$ cat config.mk
export PLATFORM = sky130hd
export DESIGN_NAME = buck3_regs
export DESIGN_NICKNAME = d
export VERILOG_FILES = /design/src/logic/buck3_pkg.sv /design/src/logic/pgood_sync.sv /design/src/logic/vcode_decoder.sv /design/src/logic/buck3_regs.sv
export VERILOG_INCLUDE_DIRS = /design/src /design/src/logic
export SDC_FILE = /design/constraint.sdc
export NUM_CORES = 1
export LEC_CHECK = 0
export BUFFER_PORTS_ARGS = -buffer_cell sky130_fd_sc_hd__buf_2
export CORE_MARGIN = 1
export CORE_UTILIZATION = 30
export CTS_CLUSTER_SIZE = 10
export DETAILED_ROUTE_END_ITERATION = 16
export PLACE_DENSITY = 0.55
export SLEW_MARGIN = 15
export SYNTH_ARGS = -nofsm -noshare
export SYNTH_HDL_FRONTEND = slang
export SYNTH_SLANG_ARGS = --single-unit
$ cat constraint.sdc
create_clock -name CLK -period 3.6 [get_ports CLK]
set_input_delay 0.54 -clock CLK [delete_from_list [all_inputs] [get_ports CLK]]
set_output_delay 0.54 -clock CLK [all_outputs]
set_load 0.02 [all_outputs]
$ cat src/logic/buck3_defs.svh
// Offsets, field positions, reset values and decode figures of the third buck register bank.
`ifndef BUCK3_DEFS_SVH
`define BUCK3_DEFS_SVH

// ======================================================================
// Register offsets
`define OFS_STANDBY_CODE  8'h30
`define OFS_RESERVED      8'h31
`define OFS_ENABLE_STATUS 8'h32
`define OFS_NORMAL_CODE   8'h33

// ======================================================================
// Field positions
`define BIT_ENABLE        0
`define BIT_POWER_GOOD    1
`define BIT_FAULT_MASK_N  2
`define BIT_RANGE_SELECT  6
`define CODE_MSB          5

// ======================================================================
// Reset values and read value of read-only bits
`define RST_STANDBY_CODE  6'h00
`define RST_NORMAL_CODE   6'h00
`define RST_RANGE_SELECT  1'h0
`define RST_ENABLE        1'h0
`define RST_FAULT_MASK_N  1'h0
`define RO_FILL           8'h00
`define UNMAPPED_READ     8'h00

// ======================================================================
// Voltage decode figures in millivolts
`define MV_BAND0_BASE     13'h0271
`define MV_BAND1_BASE     13'h0401
`define MV_BAND2_BASE     13'h0591
`define MV_BAND3_BASE     13'h0721
`define MV_STEP           13'h0019
`define MV_BAND0_FLOOR    13'h0320
`define MV_BAND2_STEP2    13'h05c8
`define CODE_ADJUSTABLE   6'h00

`endif

$ cat src/logic/buck3_pkg.sv
// Types shared by the third buck register bank and its helpers.
package buck3_pkg;

  // ======================================================================
  // Register selection decoded from the offset
  typedef enum logic [2:0] {
    SEL_NONE    = 3'b000,
    SEL_STANDBY = 3'b001,
    SEL_RESERVD = 3'b010,
    SEL_CONTROL = 3'b011,
    SEL_NORMAL  = 3'b100
  } reg_sel_e;

  typedef logic [12:0] mv_t;
  typedef logic [5:0]  vcode_t;

endpackage

$ cat src/logic/pgood_sync.sv
// Two-stage synchroniser for the converter's power-good level.
module pgood_sync (
  input  wire logic CLK,
  input  wire logic NRST,
  input  wire logic level_in,
  output logic      level_out
);

  logic meta_q;
  logic meta_d;
  logic sync_q;
  logic sync_d;

  // ======================================================================
  // Only the second stage is ever read outside this module.
  always_comb begin
    meta_d = level_in;
    sync_d = meta_q;
  end

  always_ff @(posedge CLK or negedge NRST) begin
    if (!NRST) begin
      meta_q <= 1'b0;
      sync_q <= 1'b0;
    end else begin
      meta_q <= meta_d;
      sync_q <= sync_d;
    end
  end

  assign level_out = sync_q;

endmodule

$ cat src/logic/vcode_decoder.sv
// Registered decoder from a six-bit voltage code and range bit to millivolts.
`include "buck3_defs.svh"

module vcode_decoder (
  input  wire logic            CLK,
  input  wire logic            NRST,
  input  wire buck3_pkg::vcode_t code,
  input  wire logic            range_high,
  output buck3_pkg::mv_t       millivolts,
  output logic                 adjustable
);

  buck3_pkg::mv_t mv_q;
  buck3_pkg::mv_t mv_d;
  logic           adj_q;
  logic           adj_d;

  // Stepped value of a code before the low range floor and 0x22 overrides; the high range is twice this figure.
  function automatic buck3_pkg::mv_t low_mv(input buck3_pkg::vcode_t c);
    buck3_pkg::mv_t base;
    buck3_pkg::mv_t v;
    case (c[5:4])
      2'b00:   base = `MV_BAND0_BASE;
      2'b01:   base = `MV_BAND1_BASE;
      2'b10:   base = `MV_BAND2_BASE;
      default: base = `MV_BAND3_BASE;
    endcase
    v = 13'(base + 13'(c[3:0]) * `MV_STEP);
    return v;
  endfunction

  // ======================================================================
  // band and step decode.
  always_comb begin
    mv_d  = low_mv(code);
    adj_d = (code == `CODE_ADJUSTABLE);
    if (range_high) begin
      mv_d = 13'(mv_d << 1);
    end else if (code[5:4] == 2'b00 && !code[3]) begin
      mv_d = `MV_BAND0_FLOOR;
    end else if (code == 6'h22) begin
      mv_d = `MV_BAND2_STEP2;
    end
    // code zero selects the external divider.
    if (adj_d) begin
      mv_d = 13'h0000;
    end
  end

  always_ff @(posedge CLK or negedge NRST) begin
    if (!NRST) begin
      mv_q  <= 13'h0000;
      adj_q <= 1'b0;
    end else begin
      mv_q  <= mv_d;
      adj_q <= adj_d;
    end
  end

  assign millivolts = mv_q;
  assign adjustable = adj_q;

  // ======================================================================
  // Assertions on the decode.
  adjust_code_a : assert property (@(posedge CLK) disable iff (!NRST)
    code == `CODE_ADJUSTABLE |=> adjustable && millivolts == 13'h0000)
    else $error("Code zero did not select the adjustable option.");

  top_code_a : assert property (@(posedge CLK) disable iff (!NRST)
    code == 6'h3f && range_high |=> millivolts == 13'h1130)
    else $error("Top high range code did not decode to 4400 mV.");

  floor_code_a : assert property (@(posedge CLK) disable iff (!NRST)
    code[5:3] == 3'b000 && code != `CODE_ADJUSTABLE && !range_high
    |=> millivolts == `MV_BAND0_FLOOR)
    else $error("Low band code did not clamp to 800 mV.");

  cover_adjust_c : cover property (@(posedge CLK) disable iff (!NRST)
    code == `CODE_ADJUSTABLE ##1 adjustable);

endmodule

$ cat src/logic/buck3_regs.sv
// Control and status register bank of the third step-down converter.
// How it works
// 0x30 holds standby code, bits 7:6 read-only.
// 0x31 and read-only bits ignore writes.
// 0x32 bit 0 enables the converter.
// 0x32 bit 1 reads power-good state.
// 0x32 bit 2 fault mask, low masks.
// 0x33 holds normal code, bit 7 read-only.
// 0x33 bit 6 selects low or high range.
// Code bands step 25 mV, high range doubles.
// Code zero selects external feedback divider.
// Second converter codes use the same decode.
// Host writes exact bits only with defaults.
// Host reads and writes these registers.
// Select pin low uses normal, high standby.
// Power-good clears when output falls low.
// Host sets range before writing code; the bench writes range and code together in one byte to 0x33.
// Power-good is synchronised before being read.
`include "buck3_defs.svh"

module buck3_regs (
  input  wire logic              CLK,
  input  wire logic              NRST,
  // Register port from the serial interface engine.
  input  wire logic [7:0]        REG_ADDR,
  input  wire logic              REG_WR,
  input  wire logic [7:0]        REG_WDATA,
  input  wire logic              REG_RD,
  output logic [7:0]             REG_RDATA,
  output logic                   REG_RVALID,
  // Converter side.
  input  wire logic              POWER_GOOD_IN,
  input  wire logic              VOLTAGE_SELECT_PIN,
  output logic                   BUCK_ENABLE,
  output logic                   FAULT_MASK_N,
  output logic                   RANGE_SELECT,
  output buck3_pkg::vcode_t      VOLTAGE_CODE,
  output buck3_pkg::mv_t         TARGET_MV,
  output logic                   ADJUSTABLE,
  // Second converter decode.
  input  wire buck3_pkg::vcode_t SECOND_CODE,
  input  wire logic              SECOND_RANGE,
  output buck3_pkg::mv_t         SECOND_MV,
  output logic                   SECOND_ADJUSTABLE
);

  buck3_pkg::vcode_t  standby_code_q;
  buck3_pkg::vcode_t  standby_code_d;
  buck3_pkg::vcode_t  normal_code_q;
  buck3_pkg::vcode_t  normal_code_d;
  logic               range_q;
  logic               range_d;
  logic               enable_q;
  logic               enable_d;
  logic               mask_n_q;
  logic               mask_n_d;
  buck3_pkg::vcode_t  vcode_q;
  buck3_pkg::vcode_t  vcode_d;
  logic               range_out_q;
  logic               range_out_d;
  logic [7:0]         rdata_q;
  logic [7:0]         rdata_d;
  logic               rvalid_q;
  logic               rvalid_d;
  logic               pgood;
  buck3_pkg::reg_sel_e sel;

  // Read-only bits all read back as this fill value.
  localparam logic [7:0] ro_fill = `RO_FILL;

  // Maps an offset onto the register it selects.
  function automatic buck3_pkg::reg_sel_e decode_sel(input logic [7:0] addr);
    buck3_pkg::reg_sel_e s;
    case (addr)
      `OFS_STANDBY_CODE:  s = buck3_pkg::SEL_STANDBY;
      `OFS_RESERVED:      s = buck3_pkg::SEL_RESERVD;
      `OFS_ENABLE_STATUS: s = buck3_pkg::SEL_CONTROL;
      `OFS_NORMAL_CODE:   s = buck3_pkg::SEL_NORMAL;
      default:            s = buck3_pkg::SEL_NONE;
    endcase
    return s;
  endfunction

  // ======================================================================
  // Power-good input synchronisation
  // synchronise power-good.
  // live status clears.
  pgood_sync u_pgood_sync (
    .CLK       (CLK),
    .NRST      (NRST),
    .level_in  (POWER_GOOD_IN),
    .level_out (pgood)
  );

  assign sel = decode_sel(REG_ADDR);

  // ======================================================================
  // Register write path
  // Next values of the writable fields; other offsets leave them alone.
  // host register writes.
  always_comb begin
    standby_code_d = standby_code_q;
    normal_code_d  = normal_code_q;
    range_d        = range_q;
    enable_d       = enable_q;
    mask_n_d       = mask_n_q;
    if (REG_WR) begin
      case (sel)
        // standby code write.
        buck3_pkg::SEL_STANDBY: begin
          standby_code_d = REG_WDATA[`CODE_MSB:0];
        end
        // enable and R5 mask write.
        buck3_pkg::SEL_CONTROL: begin
          enable_d = REG_WDATA[`BIT_ENABLE];
          mask_n_d = REG_WDATA[`BIT_FAULT_MASK_N];
        end
        // normal code and R7 range write.
        buck3_pkg::SEL_NORMAL: begin
          normal_code_d = REG_WDATA[`CODE_MSB:0];
          range_d       = REG_WDATA[`BIT_RANGE_SELECT];
        end
        // reserved writes ignored.
        default: begin
          standby_code_d = standby_code_q;
        end
      endcase
    end
  end

  // Writable fields are cleared by reset.
  always_ff @(posedge CLK or negedge NRST) begin
    if (!NRST) begin
      standby_code_q <= `RST_STANDBY_CODE;
      normal_code_q  <= `RST_NORMAL_CODE;
      range_q        <= `RST_RANGE_SELECT;
      enable_q       <= `RST_ENABLE;
      mask_n_q       <= `RST_FAULT_MASK_N;
    end else begin
      standby_code_q <= standby_code_d;
      normal_code_q  <= normal_code_d;
      range_q        <= range_d;
      enable_q       <= enable_d;
      mask_n_q       <= mask_n_d;
    end
  end

  // ======================================================================
  // Register read path
  // Read data is captured one cycle after the strobe; read-only bits fill with a constant.
  always_comb begin
    rdata_d  = rdata_q;
    rvalid_d = REG_RD;
    if (REG_RD) begin
      case (sel)
        buck3_pkg::SEL_STANDBY: begin
          rdata_d = {ro_fill[7:6], standby_code_q};
        end
        buck3_pkg::SEL_RESERVD: begin
          rdata_d = `RO_FILL;
        end
        // power-good read.
        buck3_pkg::SEL_CONTROL: begin
          rdata_d = {ro_fill[7:3], mask_n_q, pgood, enable_q};
        end
        buck3_pkg::SEL_NORMAL: begin
          rdata_d = {ro_fill[7], range_q, normal_code_q};
        end
        default: begin
          rdata_d = `UNMAPPED_READ;
        end
      endcase
    end
  end

  // Read answer and its one-cycle valid pulse.
  always_ff @(posedge CLK or negedge NRST) begin
    if (!NRST) begin
      rdata_q  <= 8'h00;
      rvalid_q <= 1'b0;
    end else begin
      rdata_q  <= rdata_d;
      rvalid_q <= rvalid_d;
    end
  end

  // ======================================================================
  // Voltage selection toward the converter
  // pin picks the active code.
  always_comb begin
    vcode_d     = VOLTAGE_SELECT_PIN ? standby_code_q : normal_code_q;
    range_out_d = range_q;
  end

  // Active code and range toward the converter.
  always_ff @(posedge CLK or negedge NRST) begin
    if (!NRST) begin
      vcode_q     <= `RST_NORMAL_CODE;
      range_out_q <= `RST_RANGE_SELECT;
    end else begin
      vcode_q     <= vcode_d;
      range_out_q <= range_out_d;
    end
  end

  // ======================================================================
  // Decoders for this converter and the second one
  // decode the active code.
  vcode_decoder u_own_decoder (
    .CLK        (CLK),
    .NRST       (NRST),
    .code       (vcode_q),
    .range_high (range_out_q),
    .millivolts (TARGET_MV),
    .adjustable (ADJUSTABLE)
  );

  // shared decode table.
  vcode_decoder u_second_decoder (
    .CLK        (CLK),
    .NRST       (NRST),
    .code       (SECOND_CODE),
    .range_high (SECOND_RANGE),
    .millivolts (SECOND_MV),
    .adjustable (SECOND_ADJUSTABLE)
  );

  // Outputs come straight from flip-flops.
  assign REG_RDATA    = rdata_q;
  assign REG_RVALID   = rvalid_q;
  assign BUCK_ENABLE  = enable_q;
  assign FAULT_MASK_N = mask_n_q;
  assign RANGE_SELECT = range_out_q;
  assign VOLTAGE_CODE = vcode_q;

  // ======================================================================
  // Assertions
  standby_write_a : assert property (@(posedge CLK) disable iff (!NRST)
    REG_WR && REG_ADDR == `OFS_STANDBY_CODE
    |=> standby_code_q == $past(REG_WDATA[5:0]))
    else $error("Standby code write not stored.");

  reserved_write_a : assert property (@(posedge CLK) disable iff (!NRST)
    REG_WR && REG_ADDR == `OFS_RESERVED
    |=> $stable(standby_code_q) && $stable(normal_code_q) && $stable(enable_q)
        && $stable(mask_n_q) && $stable(range_q))
    else $error("Write to reserved offset changed state.");

  enable_write_a : assert property (@(posedge CLK) disable iff (!NRST)
    REG_WR && REG_ADDR == `OFS_ENABLE_STATUS |=> BUCK_ENABLE == $past(REG_WDATA[0]))
    else $error("Enable write did not reach the converter.");

  pgood_read_a : assert property (@(posedge CLK) disable iff (!NRST)
    REG_RD && REG_ADDR == `OFS_ENABLE_STATUS
    |=> REG_RVALID && REG_RDATA[1] == $past(pgood) && REG_RDATA[7:3] == 5'h00)
    else $error("Status read shows wrong power-good or read-only bits.");

  mask_write_a : assert property (@(posedge CLK) disable iff (!NRST)
    REG_WR && REG_ADDR == `OFS_ENABLE_STATUS |=> FAULT_MASK_N == $past(REG_WDATA[2]))
    else $error("Fault mask write not applied.");

  normal_write_a : assert property (@(posedge CLK) disable iff (!NRST)
    REG_WR && REG_ADDR == `OFS_NORMAL_CODE |=> normal_code_q == $past(REG_WDATA[5:0])
    ##1 RANGE_SELECT == $past(REG_WDATA[6], 2))
    else $error("Normal code or range write not applied.");

  code_select_a : assert property (@(posedge CLK) disable iff (!NRST)
    VOLTAGE_SELECT_PIN |=> VOLTAGE_CODE == $past(standby_code_q))
    else $error("Active code does not follow the standby setting.");

  normal_select_a : assert property (@(posedge CLK) disable iff (!NRST)
    !VOLTAGE_SELECT_PIN |=> VOLTAGE_CODE == $past(normal_code_q))
    else $error("Active code does not follow the normal setting.");

  read_pulse_a : assert property (@(posedge CLK) disable iff (!NRST)
    REG_RVALID == $past(REG_RD))
    else $error("Read answer did not stand exactly one cycle after the strobe.");

  standby_read_a : assert property (@(posedge CLK) disable iff (!NRST)
    REG_RD && REG_ADDR == `OFS_STANDBY_CODE
    |=> REG_RDATA == {ro_fill[7:6], $past(standby_code_q)})
    else $error("Standby read shows wrong code or read-only bits.");

  reserved_read_a : assert property (@(posedge CLK) disable iff (!NRST)
    REG_RD && REG_ADDR == `OFS_RESERVED |=> REG_RDATA == ro_fill)
    else $error("Reserved read did not return the fill value.");

  range_read_a : assert property (@(posedge CLK) disable iff (!NRST)
    REG_RD && REG_ADDR == `OFS_NORMAL_CODE
    |=> REG_RDATA == {ro_fill[7], $past(range_q), $past(normal_code_q)})
    else $error("Normal read shows wrong range, code or read-only bit.");

  enable_hold_a : assert property (@(posedge CLK) disable iff (!NRST)
    REG_WR && REG_ADDR != `OFS_ENABLE_STATUS
    |=> $stable(BUCK_ENABLE) && $stable(FAULT_MASK_N))
    else $error("Write to another offset changed the enable or mask.");

  pgood_clear_a : assert property (@(posedge CLK) disable iff (!NRST)
    (!POWER_GOOD_IN)[*3] |-> !pgood)
    else $error("Power-good flag did not clear.");

  cover_enable_c : cover property (@(posedge CLK) disable iff (!NRST)
    REG_WR && REG_ADDR == `OFS_ENABLE_STATUS ##1 BUCK_ENABLE);

  cover_select_c : cover property (@(posedge CLK) disable iff (!NRST)
    !VOLTAGE_SELECT_PIN ##1 VOLTAGE_SELECT_PIN);

  cover_pgood_c : cover property (@(posedge CLK) disable iff (!NRST)
    pgood ##1 !pgood);

endmodule

==> results.txt, run 1 <==
- The run finished, with violations left.
- Total of hold buffers inserted after clock tree synthesis: 0
- Area growth, synth to finish: 22.2%
- The die covers about 0.013 mm^2.
- Largest area contributor in the netlist: dfrtp_1
* Synth top area cells: dfrtp_1, ha_1, mux2_1
* Gate count after technology mapping: ~340
- Number of nets at the end of the flow: between 400 and 500
- Number of buffers inserted by post-CTS setup repair: 0
* TritonCTS clock tree: built
* Max-capacitance violation count: 0
- For this run, the number of Yosys warnings is 0.
- Violated checks: DRC
* Number of placement rows: 39
* Initial Util: 0.314
- After layout, the minimum clock period comes to 3.15 ns.
- Summed over all failing endpoints, the final setup total negative slack is 0 ns.
- A synthesized cell averages approximately 11 um^2.
* Avg WL per Cell: ~14 um
* Highest achievable clock rate: ~0.32 GHz
* Total number of H-tree levels: 3
- Area of placed instances: between 0.004 and 0.005 mm^2
- Maximum clock skew at final layout: roughly 0.0068 ns
- Entering global routing, the biggest net connects 35 pins.
- Remaining antenna violation count after routing: 0
- Number of max-slew violations in the final report: 0
- The worst setup path is of the in -> reg kind.
- Async S/R FF share, synth: 1.00
- In the routed design, unresolved DRC markers number 6.
- For this run the aggregate overflow at the end of global routing stands at 0.
* Io pins: 75
- Overall power consumption after layout is estimated at 0.00209 W.
- The die is between 100 and 150 um wide.
* Number of sinks handled by clock tree synthesis: 60
* Cell Pwr Density: ~470 mW/mm^2
* Setup violation total in the final timing report: 0
- Sequential element share of the synthesized area: 0.411
* Clock root buffer master: clkbuf_16
- The number of nets handed over by synthesis was 420.
- The final layout contains routed wiring with a total length of 7900 um.
- Worst EP arrival: 3.37 ns
- Placeable Area: 0.0116 mm^2
- Class of the tightest hold or removal check: in -> async
- Overall fraction of global-route tracks in use: 0.133
- Clock-pin slew was measured on the worst setup and hold paths at around 0.05 ns.
- Data on the critical path is required at its endpoint by about 3.8 ns.
- From bottom edge to top edge, the die measures 112 um.
* Final Instance Area: between 0.004 and 0.005 mm^2
- In this run, post-CTS repair resized a total of 0 instances.
- Leaving out fill and tap cells, the most frequent cells in the layout are buf_2, dfrtp_1, ha_1.
* Placed Cells: around 550
- Via count of the first global-routing pass: 2,694
- The number of antenna violations at the first check in global routing was 0.
- At the end of routability-driven placement, the weighted congestion stood at approximately 0.83.
- The synthesized netlist contains 54 unique library cells.
- Largest driver fanout on the critical path: 8
* Primary flip-flop cell chosen by synthesis mapping: dfrtp_1
- After legalization and detailed placement, the total HPWL measured 6300 um.
- Unrepaired setup endpoints after global routing: false
- Startpoint type of the worst setup path: input pin
- Final standard cell count with taps included and fillers excluded: around 570
* Latest clock arrival within the worst-skew pair: about 0.33 ns
- Headroom to the max-slew limit: 0.506
- Share of layout cells above drive strength 1: 0.257
* Final cycle utilization of the critical path: 0.875
- The total count of hold-check failures in the final report came to 0.
* Endpoint class of the critical path: flop
* Initial drt markers: between 100 and 150
- Total clock buffers created by CTS: 9
- Number of synthesized flops with an enable pin: 0
* Via count normalized by instance count: around 4.8
* Actual transition at the worst max-transition pin: 0.742 ns
- Count of inserted antenna diode cells: 0
* Cell area after technology mapping: 0.00365 mm^2
- VDD sags by at most slightly above 0.2 mV.
- The first global-routing pass estimated between 10,000 and 15,000 um of wire.
* Area fraction of the dominant cell type after synthesis: 0.411
- The first TritonRoute pass finished after 10 iterations.
* Maximum number of buffers from clock root to sink: 2
- Static leakage: about 2.3 nW
- After synthesis the netlist holds a flip-flop and latch count of 60.
* PortBufs: 72
* Most common cell after layout, fill and taps aside: buf_2
- Via count: 2,712
[routing by layer]
metal / share of wire / wire (um) / track usage
met1: 0.46 / 3610 / 0.169
met2: 0.49 / 3840 / 0.220
met3: 0.042 / 329 / 0.0297
met4: 0.016 / 126 / 0.0542
met5: 0 / 0 / 0
[sequential cells by signal, indices dropped and copies added, names as in the netlist]
signal / flops
REG_RVALID: 1
RANGE_SELECT: 1
range_out_d: 1
u_pgood_sync.level_out: 1
REG_RDATA: 7
u_second_decoder.adjustable: 1
standby_code_q: 6
BUCK_ENABLE: 1
FAULT_MASK_N: 1
normal_code_q: 6
VOLTAGE_CODE: 6
u_second_decoder.millivolts: 13
u_own_decoder.adjustable: 1
u_own_decoder.millivolts: 13
u_pgood_sync.meta_q: 1
[final cells by class]
cell class | instances | area (um^2)
Clock inverter | 6 | 63.8
Inverter | 35 | 131
Sequential cell | 60 | 1500
Timing Repair Buffer | 75 | 383
Multi-Input combinational cell | 238 | 1970
Tap cell | 143 | 179
Clock buffer | 10 | 229
Fill cell | 1183 | 7150
[synth_stat cells (3+ instances only)]
cell type,n
a21o_1,4
a21oi_1,16
a22o_1,3
and3_1,3
buf_2,3
clkbuf_1,6
dfrtp_1,60
fa_1,4
ha_1,44
inv_1,35
mux2_1,14
mux2_2,8
mux2i_1,4
nand2_1,23
nand2b_1,4
nand3_1,12
nand4b_1,3
nor2_1,14
o21ai_0,13
o21ai_1,3
o21bai_1,3
o22ai_1,10
o2bb2ai_1,3
xnor2_1,7
xor2_1,12
[report_power, final]
| part | leakage [nW] | internal (W) | switching [W] |
|---|---|---|---|
| Combinational | 1.40 | 0.000190 | 0.000301 |
| Clock | 0.139 | 0.000535 | 0.000303 |
| Sequential | 0.795 | 0.000735 | 0.0000270 |
| Total | 2.33 | 0.00146 | 0.000630 |
[path summary, 6_finish.rpt]
path	from	to	slack [ns]	cells after the start
hold / removal	NRST	u_own_decoder.millivolts[12]	0.28	1
max in group asynchronous	NRST	normal_code_q[1]	2.62	2
setup reg to reg	VOLTAGE_CODE[2]	u_own_decoder.millivolts[9]	0.46	10
hold reg to reg	u_pgood_sync.meta_q	u_pgood_sync.level_out	0.35	0
setup / recovery	SECOND_CODE[2]	u_second_decoder.millivolts[11]	0.45	11
min in group CLK	POWER_GOOD_IN	u_pgood_sync.meta_q	0.32	1
[kinds of logic after synthesis]
| kind of cell | Yosys count | share of synthesized area |
|---|---|---|
| buffers and inverters | 45 | 0.0483 |
| XOR/XNOR | 19 | 0.0456 |
| AO/OA/AOI/OAI | 72 | 0.137 |
| flip-flops | 60 | 0.411 |
| AND/OR/NAND/NOR | 72 | 0.105 |
| other | 1 | 0.00103 |
| multiplexers | 26 | 0.0788 |
| adder cells (fa/ha/maj) | 48 | 0.173 |
[critical path, cell delays in order]
cell,delay (ns)
buf_2,0.18
inv_1,0.08
ha_1,0.30
ha_1,0.22
fa_1,0.46
ha_1,0.37
o211ai_1,0.27
nor3_2,0.07
a2111oi_2,0.45
mux2_2,0.39
o41ai_2,0.05
[through the flow]
| step | hold slack [ns] | utilization | setup WS (ns) |
|---|---|---|---|
| floorplan | 0.244 | - | 0.510 |
| global placement | 0.332 | 0.359 | 0.165 |
| detailed placement | 0.336 | 0.359 | 0.121 |
| CTS | 0.306 | 0.384 | 0.454 |
| global route | 0.308 | 0.384 | 0.246 |
| finish | 0.281 | 0.384 | 0.448 |
(Power assumes the default switching activity.)
==> run 2, diff against run 1 <==
--- a/config.mk
+++ b/config.mk
@@ -8,10 +8,11 @@
 export LEC_CHECK = 0
 export BUFFER_PORTS_ARGS = -buffer_cell sky130_fd_sc_hd__buf_2
 export CORE_MARGIN = 1
-export CORE_UTILIZATION = 30
+export CORE_UTILIZATION = 57
+export CTS_BUF_LIST = sky130_fd_sc_hd__clkbuf_8
 export CTS_CLUSTER_SIZE = 10
 export DETAILED_ROUTE_END_ITERATION = 16
-export PLACE_DENSITY = 0.55
+export PLACE_DENSITY = 0.89
 export SLEW_MARGIN = 15
 export SYNTH_ARGS = -nofsm -noshare
 export SYNTH_HDL_FRONTEND = slang
==> constraint.sdc (replaced) <==
create_clock -name CLK -period 2.9 [get_ports CLK]
set_input_delay 0.435 -clock CLK [delete_from_list [all_inputs] [get_ports CLK]]
set_output_delay 0.435 -clock CLK [all_outputs]
set_load 0.02 [all_outputs]
==> results.txt, run 2 (synthesized netlist as in run 1, its figures left out) <==
- Status: finished clean
- The total power divided by cell area came to 512 mW/mm^2 (+9.3%).
- Critical Path Max Stage Delay: 0.39 ns (-0.07 ns)
- The clock slew at the register clock pins of the worst setup and hold paths is 0.07 ns (+0.02 ns).
- The number of nets with antenna violations after detailed routing is 0 (unchanged).
- The number of buffers on the longest clock path is 2 (unchanged).
* Placeable Area: 0.00606 mm^2 (-48%)
- The wire length of the first global-routing pass is 13,300 um (+1.2%).
* Number of sinks handled by clock tree synthesis: 60 (unchanged)
- Maximum number of pins on one net before global-route repair: 30 (-14%)
- Post-route setup slack: 0.104 ns (-0.344 ns)
* R2r setup slk: 0.10 ns (-0.36 ns)
* Grt total ovfl: 0 (unchanged)
* Crit path cell chain: buf_4, ha_1, xor2_1, ha_1, ha_1, nand4b_2, o31ai_2, a21oi_1, xnor2_1, a221oi_2
* Setup CP Type: reg -> reg
- Endpoint class of the critical path: flop
* Via count of the first global-routing pass: 2,869 (+6.5%)
* Routability congestion estimate from global placement: 0.900 (+8.8%)
- TritonCTS built the clock tree.
- The final routed wire length divided by cell count is 16.1 um (+15%).
* Filler Cells Inserted: 422 (-64%)
* Initial Util: 0.602 (+0.288)
- Most common cell after layout, fill and taps aside: buf_2
* Class of the tightest hold or removal check: in -> async
- Worst EP arrival: 3.04 ns (-0.33 ns)
- The total clock buffers created by CTS came to 9 (unchanged).
- The remaining design rule violation count is 0 (-6).
- The vias after detailed routing was 2,968 (+9.4%).
- The sequential standard cell area was 0.00150 mm^2 (unchanged).
- The post-detailed-placement half-perimeter wirelength is 6270 um (-0.62%).
- The final-report max-slew violation count came to 0 (unchanged).
* PortBufs: 72 (unchanged)
* Area growth, synth to finish: 21.8%
- The cell area after layout is 0.00445 mm^2 (-0.31%).
* Slowest stage cell on the critical path: dfrtp_1
- Via count normalized by instance count: 5.76 (+20%)
- The net total in the final layout came to 513 (+3.4%).
- Share of layout cells above drive strength 1: 0.298 (+0.0407)
- In the layout the commonest cells are buf_2, dfrtp_1, ha_1.
- The wire length after detailed routing came to 8280 um (+4.8%).
- Total of cells resized after clock tree synthesis: 0 (unchanged)
* Number of placement rows: 28 (-28%)
- Initial DRT Pass Iterations: 5 (-5)
* Setup Slack @ Placement: -0.203 ns (-0.324 ns)
- The area of the multi-input gates was 0.00204 mm^2 (+3.4%).
- The number of maximum-capacitance constraint violations came to 0 (unchanged).
- Worst supply voltage drop on vdd: 0.390 mV (+93%)
- The overall global routing resource usage is 0.268 (+0.135).
- Required time worst endpoint: 3.14 ns (-0.68 ns)
- Of the available clock period, the critical path in the final layout requires 0.964.
- Vertical extent of the die: 82.0 um (-27%)
- The initial DRC count came to 144 (+22%).
- Initial antenna violation count: 0 (unchanged)
- Largest driver fanout on the critical path: 8 (unchanged)
* Total number of H-tree levels: 3 (unchanged)
* Clock root buffer master: clkbuf_8
* Area of the die: 0.00673 mm^2 (-47%)
* Area of placed instances: 0.00422 mm^2 (+1.3%)
* CP dominant cell by count: ha_1
- Die outline width: 82.0 um (-27%)
- Combined buffer and inverter count along the critical path: 1 (-1)
* Io pins: 75 (unchanged)
- Maximum clock skew at final layout: 0.00551 ns (-0.00128 ns)
- The total count of hold-check failures in the final report is 0 (unchanged).
- Timing would allow up to between 0.3 and 0.4 GHz.
- Number of buffers inserted by post-CTS setup repair: 0 (unchanged)
- Startpoint type of the worst setup path: flop
- Latest clock arrival within the worst-skew pair: 0.34 ns (about the same)
* Post-Route Utilization: 0.733 (+0.350)
- Count of inserted antenna diode cells: 0 (unchanged)
* Setup violation total in the final timing report: 0 (unchanged)
- Counting I/O delays and the setup requirement, the final critical path takes about 2.8 ns.
- Crit path max-delay family: adder cells
- The static leakage was 2.38 nW (+2.0%).
- The number of hold buffers added after cts is 0 (unchanged).
run 2: cell types whose count changed in the layout (fill, tap and decap cells not counted), sizes merged:
cell / previous run / this run
clkbuf: 10 / 11
inv: 36 / 37
clkinvlp: 2 / 0
buf: 75 / 92
bufinv: 1 / 0
run 2: stage by stage:
step | instances | TNS (ns) | total power (W) | hold slack [ns]
final | 515 | 0 | 0.00228 | 0.0299
after detailed placement | 500 | -0.425 | 0.00161 | 0.336
after CTS | 515 | 0 | 0.00227 | 0.0285
after global routing | 515 | -0.00744 | 0.00241 | 0.0498
after global placement | 500 | -0.326 | 0.00158 | 0.333
after floorplan | 343 | 0 | 0.00138 | 0.139
run 2: area by class of cell:
| cell class | instances | share of cell area |
|---|---|---|
| Clock inverter | 4 | 0.00394 |
| Clock buffer | 11 | 0.0341 |
| Timing Repair Buffer | 92 | 0.115 |
| Inverter | 35 | 0.0296 |
| Sequential cell | 60 | 0.338 |
| Tap cell | 75 | 0.0211 |
| Multi-Input combinational cell | 238 | 0.459 |
run 2: power by group:
group,switching [W],internal (W),total [W]
logic,0.000400,0.000288,0.000688
clock network,0.000301,0.000342,0.000644
registers,0.0000344,0.000912,0.000946
total,0.000736,0.00154,0.00228
run 2: worst paths after layout:
kind	startpoint	end	cells after the start
max	VOLTAGE_CODE[2]	u_own_decoder.millivolts[9]	10
min	NRST	REG_RDATA[2]	1
max reg2reg	VOLTAGE_CODE[2]	u_own_decoder.millivolts[9]	10
min reg2reg	u_pgood_sync.meta_q	u_pgood_sync.level_out	0
max in group asynchronous	NRST	VOLTAGE_CODE[4]	2
min in group CLK	POWER_GOOD_IN	u_pgood_sync.meta_q	1
run 2: routing by layer:
layer  routed length, um  track usage
met1                3230        0.301
met2                4330        0.474
met3                 536       0.0733
met4                 184        0.114
met5                   0            0
run 2: worst register-to-register path: cells and delay by family, from the launching register on:
family | cells | cell delay [ns]
compound gates | 3 | 0.64
xor+xnor | 2 | 0.34
fa+ha+maj | 3 | 0.93
buf+inv | 1 | 0.18
flops | 1 | 0.39
simple gates | 1 | 0.22
